**config.mk**
```make
export PLATFORM = sky130hd
export DESIGN_NAME = hmd_host_decoder
export DESIGN_NICKNAME = d
export VERILOG_FILES = /design/src/common/hmd_pkg.sv /design/src/rtl/hmd_shadow_chk.sv /design/src/rtl/hmd_host_decoder.sv
export SDC_FILE = /design/constraint.sdc
export NUM_CORES = 1
export LEC_CHECK = 0
export BUFFER_PORTS_ARGS = -buffer_cell sky130_fd_sc_hd__buf_2
export CAP_MARGIN = 20
export CORE_UTILIZATION = 55
export DETAILED_ROUTE_END_ITERATION = 7
export PLACE_DENSITY = 0.76
export SETUP_SLACK_MARGIN = 0.02
export SLEW_MARGIN = 15
export SYNTH_ARGS = -nofsm -noshare
export SYNTH_HDL_FRONTEND = slang
export SYNTH_SLANG_ARGS = --single-unit
export TNS_END_PERCENT = 100
```
**constraint.sdc**
```tcl
create_clock -name REF_CLK_I -period 3.85 [get_ports REF_CLK_I]
set_clock_uncertainty 0.05 [all_clocks]
set_input_delay 0.9625 -clock REF_CLK_I [delete_from_list [all_inputs] [get_ports REF_CLK_I]]
set_output_delay 0.9625 -clock REF_CLK_I [all_outputs]
set_load 0.02 [all_outputs]
```
**src/common/hmd_pkg.sv**
```systemverilog
/*
 * Shared definitions of the host memory space decoder: configuration
 * offsets, field positions, reset values, decode windows and the
 * request and routing records that travel between the files.
 * Assumes a byte-wide configuration port and a 32-bit host address.
 */
package hmd_pkg;

	// Configuration offsets of the decoder registers.
	localparam logic [7:0] OFS_PAGE_C = 8'h80;
	localparam logic [7:0] OFS_PAGE_D = 8'h81;
	localparam logic [7:0] OFS_PAGE_E = 8'h82;
	localparam logic [7:0] OFS_PAGE_F = 8'h83;
	localparam logic [7:0] OFS_LTOP_LO = 8'h84;
	localparam logic [7:0] OFS_LTOP_HI = 8'h85;
	localparam logic [7:0] OFS_SMM_APIC = 8'h86;
	localparam logic [7:0] OFS_LAST_LO = 8'h88;
	localparam logic [7:0] OFS_LAST_HI = 8'h89;

	// Reset values.
	localparam logic [7:0] RST_PAGE = 8'h00;
	localparam logic [7:0] RST_PAGE_F = 8'h00;
	localparam logic [7:0] RST_LTOP_LO = 8'h00;
	localparam logic [7:0] RST_LTOP_HI = 8'hFF;
	localparam logic [7:0] RST_SMM_APIC = 8'h03;
	localparam logic [10:0] RST_LAST = 11'h004;

	// Writable masks; the other bits read as zero.
	localparam logic [7:0] MSK_PAGE_F = 8'h3F;
	localparam logic [7:0] MSK_LTOP_LO = 8'hF0;

	// Field positions of the page F, hole and SMRAM register.
	localparam int F_CTRL_POS = 4;
	localparam int HOLE_POS = 2;
	localparam int SMM_DATA_PCI_BIT = 1;
	localparam int AB_DRAM_BIT = 0;

	// Field positions of the SMM and APIC register.
	localparam int TSM_SIZE_POS = 6;
	localparam int LOWPRI_BIT = 5;
	localparam int IOAPIC_BIT = 4;
	localparam int MSI_BIT = 3;
	localparam int TSM_EN_BIT = 2;
	localparam int SDIO_BIT = 1;
	localparam int CSMM_BIT = 0;

	// Shadow access control encoding.
	localparam logic [1:0] SHD_NONE = 2'b00;
	localparam logic [1:0] SHD_WR = 2'b01;
	localparam logic [1:0] SHD_RD = 2'b10;
	localparam logic [1:0] SHD_RW = 2'b11;

	// Memory hole encoding.
	localparam logic [1:0] HOLE_NONE = 2'b00;
	localparam logic [1:0] HOLE_CONV_TOP = 2'b01;
	localparam logic [1:0] HOLE_ONE_MEG = 2'b10;
	localparam logic [1:0] HOLE_TWO_MEG = 2'b11;

	// Decode windows, compared on the named address slices.
	localparam logic [11:0] LOW_MEG_TAG = 12'h000;
	localparam logic [2:0] PAGE_AB_TAG = 3'h5;
	localparam logic [3:0] PAGE_C_TAG = 4'hC;
	localparam logic [3:0] PAGE_D_TAG = 4'hD;
	localparam logic [3:0] PAGE_E_TAG = 4'hE;
	localparam logic [3:0] PAGE_F_TAG = 4'hF;
	localparam logic [12:0] CONV_TOP_TAG = 13'h0001;
	localparam logic [7:0] ONE_MEG_HOLE_TAG = 8'h0F;
	localparam logic [6:0] TWO_MEG_HOLE_TAG = 7'h07;
	localparam logic [11:0] IOAPIC_TAG = 12'hFEC;
	localparam logic [11:0] MSI_TAG = 12'hFEE;
	localparam int IOAPIC_SPLIT_BIT = 19;
	localparam int MEG_SHIFT = 20;

	// Routing targets, one-hot.
	typedef enum logic [3:0] {
		TGT_DRAM = 4'b0001,
		TGT_FIRST_BUS = 4'b0010,
		TGT_SECOND_BUS = 4'b0100,
		TGT_HOST_SNOOP = 4'b1000
	} hmd_tgt_t;

	// One host or master request.
	typedef struct packed {
		logic vld;
		logic [31:0] addr;
		logic wr;
		logic code;
		logic smm;
		logic master;
	} hmd_req_t;

	// The routing answer for one request.
	typedef struct packed {
		logic vld;
		hmd_tgt_t tgt;
		logic claim;
	} hmd_rsp_t;

endpackage

```
**src/rtl/hmd_shadow_chk.sv**
```systemverilog
/*
 * Checks one two-bit shadow access control against the direction of a
 * cycle and says whether DRAM may take it.
 * Assumes the control was already picked for the addressed segment.
 */
`timescale 1ns/1ps
`default_nettype none

module hmd_shadow_chk (
	input wire logic [1:0] ctrl_i, // Segment access control.
	input wire logic wr_i, // High for a write cycle.
	output logic dram_o // High when DRAM takes the cycle.
);

	// Read permission sits in the upper bit, write in the lower one.
	logic rd_ok;
	logic wr_ok;

	// Decode the shared encoding: none, write, read, both.
	always_comb
	begin
		unique case (ctrl_i)
			hmd_pkg::SHD_NONE:
			begin
				rd_ok = 1'b0;
				wr_ok = 1'b0;
			end
			hmd_pkg::SHD_WR:
			begin
				rd_ok = 1'b0;
				wr_ok = 1'b1;
			end
			hmd_pkg::SHD_RD:
			begin
				rd_ok = 1'b1;
				wr_ok = 1'b0;
			end
			hmd_pkg::SHD_RW:
			begin
				rd_ok = 1'b1;
				wr_ok = 1'b1;
			end
		endcase
	end

	// Pick the permission that matches the direction.
	assign dram_o = wr_i ? wr_ok : rd_ok;

endmodule

`default_nettype wire

```
**src/rtl/hmd_host_decoder.sv**
```systemverilog
/*
 * Host memory space decoder: holds the shadow, hole, SMRAM, low top,
 * top SM memory and APIC decode registers, and routes each request to
 * DRAM, the first or second downstream bus or the host snoop path.
 * Assumes a byte-wide configuration port synchronous to REF_CLK_I and
 * requests that present all fields in the cycle in which vld is high.
 */
`timescale 1ns/1ps
`default_nettype none

module hmd_host_decoder #(
	parameter int LAST_W = 11 // Width of the last DRAM address field.
) (
	input wire logic REF_CLK_I, // Host clock, 40 MHz.
	input wire logic SYS_RST_I, // Synchronous reset, active high.
	input wire logic [7:0] CFG_ADDR_I, // Configuration byte offset.
	input wire logic CFG_WR_I, // Configuration write strobe.
	input wire logic CFG_RD_I, // Configuration read strobe.
	input wire logic [7:0] CFG_WDATA_I, // Configuration write data.
	output logic [7:0] CFG_RDATA_O, // Read data, one cycle after strobe.
	output logic CFG_RVLD_O, // Read data valid pulse.
	input wire logic [LAST_W-1:0] LAST_DRAM_I, // Sized DRAM end.
	input wire hmd_pkg::hmd_req_t REQ_I, // Request to be routed.
	output hmd_pkg::hmd_rsp_t RSP_O, // Routing answer, one cycle later.
	output logic LOWPRI_ARB_EN_O, // Lowest priority arbitration enable.
	output logic SDIO_SYSMEM_O, // SDIO system memory enable.
	output logic COMPAT_SMM_O // Compatible SMM enable.
);

	// Configuration registers.
	logic [7:0] page_c_shadow_ctrl_ff; // Page C segment controls.
	logic [7:0] page_d_shadow_ctrl_ff; // Page D segment controls.
	logic [7:0] page_e_shadow_ctrl_ff; // Page E segment controls.
	logic [7:0] page_f_hole_smram_decode_ff; // Page F, hole, SMRAM.
	logic [7:0] low_top_addr_low_ff; // Low top address bits 23:20.
	logic [7:0] low_top_addr_high_ff; // Low top address bits 31:24.
	logic [7:0] smm_apic_decode_ff; // SMM and APIC decode controls.
	logic [LAST_W-1:0] last_dram_addr_next_ff; // Last DRAM address.
	logic [7:0] rdata_ff; // Registered read data.
	logic rvld_ff; // Registered read valid.
	hmd_pkg::hmd_rsp_t rsp_ff; // Registered routing answer.
	hmd_pkg::hmd_rsp_t nxt_rsp; // Next routing answer.
	logic [7:0] nxt_rdata; // Next read data.

	// Write strobes per register.
	logic wr_c;
	logic wr_d;
	logic wr_e;
	logic wr_f;
	logic wr_lo;
	logic wr_hi;
	logic wr_smm;

	// Address slices of the request.
	logic [31:0] addr;
	logic low_meg; // Address within the first megabyte.
	logic in_ab; // Page A/B SMRAM window.
	logic in_c;
	logic in_d;
	logic in_e;
	logic in_f;
	logic in_cde; // Any 16 KB shadow segment.
	logic [7:0] page_sel; // Controls of the addressed page.
	logic [1:0] seg_ctrl; // Control of the addressed segment.
	logic [1:0] f_ctrl; // Control of the whole page F.
	logic [1:0] shd_ctrl; // Control handed to the checker.
	logic shd_dram; // Checker says DRAM takes it.
	logic in_hole; // Address falls in the enabled hole.
	logic in_ioapic; // I/O APIC window.
	logic in_msi; // Message interrupt window.
	logic [31:0] low_top; // Low top boundary.
	logic [32:0] tsm_size; // Top SM memory size in bytes.
	logic [32:0] tsm_base; // Top SM memory base.
	logic in_tsm; // Inside the enabled top SM memory.
	logic above_top; // At or above the low top boundary.
	logic ab_dram_en; // Page A/B DRAM enable.
	logic ab_data_pci; // SMM data redirect to PCI.

	// Picks a two-bit control out of a register by index.
	function automatic logic [1:0] get_pair(
		input logic [7:0] regv,
		input logic [1:0] idx
	);
		get_pair = regv[{idx, 1'b0} +: 2];
	endfunction

	// Tells whether an address falls in the hole picked by a code.
	function automatic logic hole_hit(
		input logic [1:0] sel,
		input logic [31:0] a
	);
		logic hit;
		hit = 1'b0;
		unique case (sel)
			hmd_pkg::HOLE_NONE: hit = 1'b0;
			hmd_pkg::HOLE_CONV_TOP:
				hit = (a[31:19] == hmd_pkg::CONV_TOP_TAG);
			hmd_pkg::HOLE_ONE_MEG:
				hit = (a[31:20] == {4'h0, hmd_pkg::ONE_MEG_HOLE_TAG});
			hmd_pkg::HOLE_TWO_MEG:
				hit = (a[31:21] == {4'h0, hmd_pkg::TWO_MEG_HOLE_TAG});
		endcase
		hole_hit = hit;
	endfunction

	// Decode the configuration write strobes.
	assign wr_c = CFG_WR_I && (CFG_ADDR_I == hmd_pkg::OFS_PAGE_C);
	assign wr_d = CFG_WR_I && (CFG_ADDR_I == hmd_pkg::OFS_PAGE_D);
	assign wr_e = CFG_WR_I && (CFG_ADDR_I == hmd_pkg::OFS_PAGE_E);
	assign wr_f = CFG_WR_I && (CFG_ADDR_I == hmd_pkg::OFS_PAGE_F);
	assign wr_lo = CFG_WR_I && (CFG_ADDR_I == hmd_pkg::OFS_LTOP_LO);
	assign wr_hi = CFG_WR_I && (CFG_ADDR_I == hmd_pkg::OFS_LTOP_HI);
	assign wr_smm = CFG_WR_I && (CFG_ADDR_I == hmd_pkg::OFS_SMM_APIC);

	// Shadow page registers take whole bytes.
	always_ff @(posedge REF_CLK_I)
	begin
		if (SYS_RST_I)
		begin
			page_c_shadow_ctrl_ff <= hmd_pkg::RST_PAGE;
			page_d_shadow_ctrl_ff <= hmd_pkg::RST_PAGE;
			page_e_shadow_ctrl_ff <= hmd_pkg::RST_PAGE;
		end
		else
		begin
			if (wr_c)
				page_c_shadow_ctrl_ff <= CFG_WDATA_I;
			if (wr_d)
				page_d_shadow_ctrl_ff <= CFG_WDATA_I;
			if (wr_e)
				page_e_shadow_ctrl_ff <= CFG_WDATA_I;
		end
	end

	// Page F and low top low keep only their writable bits.
	always_ff @(posedge REF_CLK_I)
	begin
		if (SYS_RST_I)
		begin
			page_f_hole_smram_decode_ff <= hmd_pkg::RST_PAGE_F;
			low_top_addr_low_ff <= hmd_pkg::RST_LTOP_LO;
		end
		else
		begin
			if (wr_f)
				page_f_hole_smram_decode_ff <=
					CFG_WDATA_I & hmd_pkg::MSK_PAGE_F;
			if (wr_lo)
				low_top_addr_low_ff <=
					CFG_WDATA_I & hmd_pkg::MSK_LTOP_LO;
		end
	end

	// Low top high byte and the SMM and APIC decode byte.
	always_ff @(posedge REF_CLK_I)
	begin
		if (SYS_RST_I)
		begin
			low_top_addr_high_ff <= hmd_pkg::RST_LTOP_HI;
			smm_apic_decode_ff <= hmd_pkg::RST_SMM_APIC;
		end
		else
		begin
			if (wr_hi)
				low_top_addr_high_ff <= CFG_WDATA_I;
			if (wr_smm)
				smm_apic_decode_ff <= CFG_WDATA_I;
		end
	end

	// The last DRAM address follows the sizing logic; software
	// cannot write it.
	always_ff @(posedge REF_CLK_I)
	begin
		if (SYS_RST_I)
			last_dram_addr_next_ff <= hmd_pkg::RST_LAST[LAST_W-1:0];
		else
			last_dram_addr_next_ff <= LAST_DRAM_I;
	end

	// Read multiplexer; unmapped offsets and reserved bits read zero.
	always_comb
	begin
		nxt_rdata = 8'h00;
		unique case (CFG_ADDR_I)
			hmd_pkg::OFS_PAGE_C: nxt_rdata = page_c_shadow_ctrl_ff;
			hmd_pkg::OFS_PAGE_D: nxt_rdata = page_d_shadow_ctrl_ff;
			hmd_pkg::OFS_PAGE_E: nxt_rdata = page_e_shadow_ctrl_ff;
			hmd_pkg::OFS_PAGE_F:
				nxt_rdata = page_f_hole_smram_decode_ff;
			hmd_pkg::OFS_LTOP_LO: nxt_rdata = low_top_addr_low_ff;
			hmd_pkg::OFS_LTOP_HI: nxt_rdata = low_top_addr_high_ff;
			hmd_pkg::OFS_SMM_APIC: nxt_rdata = smm_apic_decode_ff;
			hmd_pkg::OFS_LAST_LO:
				nxt_rdata = last_dram_addr_next_ff[7:0];
			hmd_pkg::OFS_LAST_HI:
				nxt_rdata = {5'h00,
					last_dram_addr_next_ff[LAST_W-1:8]};
			default: nxt_rdata = 8'h00;
		endcase
	end

	// Read data is registered so it stands a cycle after the strobe.
	always_ff @(posedge REF_CLK_I)
	begin
		if (SYS_RST_I)
		begin
			rdata_ff <= 8'h00;
			rvld_ff <= 1'b0;
		end
		else
		begin
			rdata_ff <= CFG_RD_I ? nxt_rdata : rdata_ff;
			rvld_ff <= CFG_RD_I;
		end
	end

	// Control bits that leave the block as levels.
	assign LOWPRI_ARB_EN_O = smm_apic_decode_ff[hmd_pkg::LOWPRI_BIT];
	assign SDIO_SYSMEM_O = smm_apic_decode_ff[hmd_pkg::SDIO_BIT];
	assign COMPAT_SMM_O = smm_apic_decode_ff[hmd_pkg::CSMM_BIT];

	// Legacy area windows in the first megabyte.
	assign addr = REQ_I.addr;
	assign low_meg = (addr[31:20] == hmd_pkg::LOW_MEG_TAG);
	assign in_ab = low_meg && (addr[19:17] == hmd_pkg::PAGE_AB_TAG);
	assign in_c = low_meg && (addr[19:16] == hmd_pkg::PAGE_C_TAG);
	assign in_d = low_meg && (addr[19:16] == hmd_pkg::PAGE_D_TAG);
	assign in_e = low_meg && (addr[19:16] == hmd_pkg::PAGE_E_TAG);
	assign in_f = low_meg && (addr[19:16] == hmd_pkg::PAGE_F_TAG);
	assign in_cde = in_c || in_d || in_e;

	// Select the page and the 16 KB segment; bits 15:14 count up from
	// the lowest segment, which sits in bits 1:0.
	assign page_sel = in_c ? page_c_shadow_ctrl_ff :
		in_d ? page_d_shadow_ctrl_ff :
		page_e_shadow_ctrl_ff;
	assign seg_ctrl = get_pair(page_sel, addr[15:14]);
	assign f_ctrl = get_pair(page_f_hole_smram_decode_ff,
		2'(hmd_pkg::F_CTRL_POS / 2));
	assign shd_ctrl = in_f ? f_ctrl : seg_ctrl;

	// One checker serves the 16 KB segments and page F alike.
	hmd_shadow_chk u_shadow_chk (
		.ctrl_i(shd_ctrl),
		.wr_i(REQ_I.wr),
		.dram_o(shd_dram)
	);

	// Memory hole, SMRAM and APIC window decode.
	assign in_hole = hole_hit(
		page_f_hole_smram_decode_ff[hmd_pkg::HOLE_POS +: 2],
		addr);
	assign ab_dram_en =
		page_f_hole_smram_decode_ff[hmd_pkg::AB_DRAM_BIT];
	assign ab_data_pci =
		page_f_hole_smram_decode_ff[hmd_pkg::SMM_DATA_PCI_BIT];
	assign in_ioapic = (addr[31:20] == hmd_pkg::IOAPIC_TAG);
	assign in_msi = (addr[31:20] == hmd_pkg::MSI_TAG);

	// Low top boundary; bits below 20 are always zero.
	assign low_top = {low_top_addr_high_ff,
		low_top_addr_low_ff[7:4], 20'h0_0000};

	// Top SM memory sits just below the low top; 1M shifted by size.
	assign tsm_size = 33'h0_0010_0000 <<
		smm_apic_decode_ff[hmd_pkg::TSM_SIZE_POS +: 2];
	assign tsm_base = {1'b0, low_top} - tsm_size;
	assign in_tsm = smm_apic_decode_ff[hmd_pkg::TSM_EN_BIT] &&
		({1'b0, addr} >= tsm_base) && (addr < low_top);
	assign above_top = (addr >= low_top);

	// Routing decision; windows are checked from most to least
	// specific so a legacy hit of a host cycle never falls through to the low top.
	always_comb
	begin
		nxt_rsp.vld = REQ_I.vld;
		nxt_rsp.tgt = hmd_pkg::TGT_DRAM;
		nxt_rsp.claim = 1'b1;
		if (REQ_I.master)
		begin
			// Bus master cycles only meet the message window and the low top here.
			if (in_msi && smm_apic_decode_ff[hmd_pkg::MSI_BIT])
				nxt_rsp.tgt = hmd_pkg::TGT_HOST_SNOOP;
			else if (in_msi)
			begin
				nxt_rsp.tgt = hmd_pkg::TGT_FIRST_BUS;
				nxt_rsp.claim = 1'b0;
			end
			else if (above_top)
				nxt_rsp.tgt = hmd_pkg::TGT_FIRST_BUS;
		end
		else if (in_ab)
		begin
			// SMRAM flow: enable wins, then mode, then code or data.
			if (ab_dram_en)
				nxt_rsp.tgt = hmd_pkg::TGT_DRAM;
			else if (!REQ_I.smm)
				nxt_rsp.tgt = hmd_pkg::TGT_FIRST_BUS;
			else if (REQ_I.code)
				nxt_rsp.tgt = hmd_pkg::TGT_DRAM;
			else if (ab_data_pci)
				nxt_rsp.tgt = hmd_pkg::TGT_FIRST_BUS;
			else
				nxt_rsp.tgt = hmd_pkg::TGT_DRAM;
		end
		else if (in_cde || in_f)
		begin
			// Shadow segments: refused directions go to the ROM.
			nxt_rsp.tgt = shd_dram ? hmd_pkg::TGT_DRAM :
				hmd_pkg::TGT_FIRST_BUS;
		end
		else if (in_hole)
			nxt_rsp.tgt = hmd_pkg::TGT_FIRST_BUS;
		else if (in_ioapic)
		begin
			// Upper half goes to the second bus only when split.
			if (smm_apic_decode_ff[hmd_pkg::IOAPIC_BIT] &&
				addr[hmd_pkg::IOAPIC_SPLIT_BIT])
				nxt_rsp.tgt = hmd_pkg::TGT_SECOND_BUS;
			else
				nxt_rsp.tgt = hmd_pkg::TGT_FIRST_BUS;
		end
		else if (in_tsm)
		begin
			// Top SM memory is DRAM only for cycles issued in SMM.
			nxt_rsp.tgt = REQ_I.smm ? hmd_pkg::TGT_DRAM :
				hmd_pkg::TGT_FIRST_BUS;
		end
		else if (above_top)
			nxt_rsp.tgt = hmd_pkg::TGT_FIRST_BUS;
		else
			nxt_rsp.tgt = hmd_pkg::TGT_DRAM;
	end

	// The answer is registered and stands for exactly one cycle.
	always_ff @(posedge REF_CLK_I)
	begin
		if (SYS_RST_I)
		begin
			rsp_ff.vld <= 1'b0;
			rsp_ff.tgt <= hmd_pkg::TGT_DRAM;
			rsp_ff.claim <= 1'b0;
		end
		else
			rsp_ff <= nxt_rsp;
	end

	// Drive the outputs from the registers.
	assign RSP_O = rsp_ff;
	assign CFG_RDATA_O = rdata_ff;
	assign CFG_RVLD_O = rvld_ff;

endmodule

`default_nettype wire

```
==> flow_summary.ini <==
[floorplan]
die_x_um = 91.8
num_rows = 32
ios = 86
core_um2 = 7770
die_h_um = 91.8
start_util_pct = 57.1
die_area_um2 = 8430

[global_routing]
grt_overflow = 0
grt_pass1_wl_mm = 19.5
grt_pass1_vias = 3869
grt_max_degree = 59
track_usage_pct = 30.2
antenna_found_initial = 0

[timing]
fmax_mhz = 276
fin_crit_sh_pct = 94.1
final_max_slew_viol_count = 0
setup_tns_ns = 0
setup_violations = 0
max_slew_margin_pct = 36.0
rsz0062_at_grt = false
fin_crit_ns = 3.62
hold_violations = 0
hold_ws_ns = 0.419
worstMarginPinSlew_ns = 0.958

[setup_path]
r2r_slack_ns = 0.23
arrival_ns = 3.82
startpoint = smm_apic_decode_ff[7]
endpoint_kind = register
worstSetupPathType = reg -> reg
crit_fanout = 6
r2r_start = smm_apic_decode_ff[7]
reg2regPathDepth = 16
critPathLaunchType = register
r2r-end = RSP_O[2]
worstPathRequired_ns = 4.05
critPathCapture = RSP_O[2]

[yosys]
yosysSeqAreaShare_pct = 34.3
syn_inst = 483
netlist_area_um2 = 4440
synth_top_family_by_area = simple AND/OR/NAND/NOR gates
yosysWarningCount = 0
syn_avg_cell_area_um2 = 9.18
ys_types = 54
synth_area_leaders = dfxtp_1 34%, mux2i_1 12%, ha_1 8.2%
synth_compound_area_share_pct = 11.4
ys_seq_elements = 76
async_flop_share_pct = 0
synth_fp_nets = 580
synth_xor_area_share_pct = 1.78
ys.flop_type = dfxtp_1
synthAdderAreaFrac_pct = 8.18
synth_mux_area_share_pct = 18.1
synth_top_cell_area_share_pct = 34.3
synth_simple_gate_area_share_pct = 22.9
synth_edf_count = 0
yosys.area.top_type = dfxtp_1

[pwr]
p_int_mw = 1.16
power_density_nw_per_um2 = 301
swShare_pct = 25.4
ir_drop_uv = 231
leakagePower_nw = 2.42
combPwrFrac_pct = 10.0
power_switching_mw = 0.393
p_total_mw = 1.55
p_seq_share_pct = 51.4
clockPowerShare_pct = 38.6

[layout]
layout_common_cells = 85 x buf_2, 76 x dfxtp_1, 63 x nor2_1, 51 x mux2i_1, 29 x ha_1
final_common_cell = buf_2
design_area_um2 = 5150
fill_cells = 676
nets = 660
drive_gt1_share_pct = 23.1
fin_cells = 670
syn_to_final_growth_pct = 16.2
diodes = 0

[run_status]
status = finished clean

[clock_network]
clk-insertion-delay-late_ns = 0.36
clock_sink_count = 76
clockBufferDepth = 2
clk_pin_slew_ns = 0.08
post_cts_buffers = 0
cts_root_buf = clkbuf_8
numCtsBuffers = 9
cts_max_level = 3
cts_tree = yes

[routing]
firstDrtPassIters = 5
dr_total_vias = 4065
ant_nets = 0
wl_per_cell_um = 18.1
finalWirelength_mm = 12.2
drtIter0Drc = 353
drc = 0
viasPerCell = 6.07

[place]
port_buffers = 85
place_inst = 654
place_area_um2 = 4940
gp_congestion = 0.989
dp.final_hpwl_mm = 9.30

[run]
maxCapViolCount = 0

[worst_hold_path]
hold_class = reg -> reg
## worst min path at each step
stage	start	cells past startpoint	end	slack [ns]
final	CFG_RDATA_O[4]	2	CFG_RDATA_O[4]	0.42
after global routing	CFG_RDATA_O[3]	2	CFG_RDATA_O[3]	0.45
after CTS	CFG_RDATA_O[4]	2	CFG_RDATA_O[4]	0.42
after detailed placement	CFG_RDATA_O[4]	2	CFG_RDATA_O[4]	0.41
after global placement	CFG_RDATA_O[3]	2	CFG_RDATA_O[3]	0.41
after floorplan	smm_apic_decode_ff[4]	2	RSP_O[3]	0.42
## cell type report
| type | count | area (um^2) | share of cell area (%) |
|---|---|---|---|
| multi-input cells | 369 | 2790 | 54.0 |
| well taps | 102 | 128 | 2.48 |
| flip-flops and latches | 76 | 1520 | 29.5 |
| repair buffers | 90 | 463 | 8.98 |
| clock buffers | 11 | 131 | 2.55 |
| inverters | 17 | 63.8 | 1.24 |
| clock inverters | 5 | 61.3 | 1.19 |
## cell families after synthesis
kind of cell	after synthesis
and+or+nand+nor	190
DFF	76
buffers and inverters	38
adders and majority gates	29
xor gates and xnor gates	9
AOI/OAI and AO/OA	77
muxes	64
## cells in the mapped netlist, types with 4 or more instances
library cell and count:
nor3_1 11, a21oi_1 18, nand3_1 9, nor2b_1 21, mux2i_1 51, inv_1 17, o21ai_0 19, nand4_1 8
nor3b_1 5, nand2_1 28, dfxtp_1 76, mux4_2 9, nand2b_1 10, o211ai_1 11, a22o_1 4, ha_1 29
and3_1 5, nor2_1 64, xnor2_1 7, clkbuf_1 16, nor4_1 5, a22oi_1 4
## critical path: stages (launching register included)
cell	delay, ns
dfxtp_1	0.36
or2_2	0.33
inv_1	0.06
ha_1	0.24
o21ai_2	0.17
a22oi_2	0.14
or3_1	0.43
nor3_2	0.18
nor2_1	0.08
ha_1	0.30
nand4_1	0.10
nor3_1	0.17
o41ai_1	0.10
a31oi_1	0.27
nand4_1	0.13
a21o_1	0.20
a32o_1	0.23
## stage by stage
| stage | setup WS, ns | util, % |
|---|---|---|
| global placement | 0.238 | 63.6 |
| global route | 0.0539 | 66.3 |
| detailed placement | 0.0639 | 63.6 |
| CTS | 0.0577 | 66.1 |
| floorplan | 0.447 | - |
| finish | 0.226 | 66.3 |
## power by group through the flow
| stage | Clock, mW | Combinational (mW) | Sequential (mW) |
|---|---|---|---|
| final | 0.599 | 0.155 | 0.797 |
| after global routing | 0.642 | 0.169 | 0.798 |
| after CTS | 0.606 | 0.153 | 0.797 |
| after detailed placement | 0 | 0.152 | 0.815 |
| after global placement | 0 | 0.149 | 0.815 |
| after floorplan | 0 | 0.0743 | 0.817 |
## per-layer routing
layer	track usage (%)	wire [um]
met3	5.72	901
met4	12.4	389
met5	0	0
met2	48.1	5520
met1	40.3	5350
## flip-flops by register name, summed over array words and instances (netlist names)
name                         cells
low_top_addr_low_ff              4
smm_apic_decode_ff               8
page_f_hole_smram_decode_ff      6
CFG_RVLD_O                       1
low_top_addr_high_ff             8
last_dram_addr_next_ff          11
page_e_shadow_ctrl_ff            8
RSP_O                            6
CFG_RDATA_O                      8
page_d_shadow_ctrl_ff            8
page_c_shadow_ctrl_ff            8
## what timing repair did
action / in CTS / in global routing
endpoints found under the setup margin: 0 / 2
hold buffers: 0 / 0
endpoints found under the hold margin: 0 / 0
gates resized for setup: 0 / 6
Note: power is estimated with default switching activity, not from simulation.
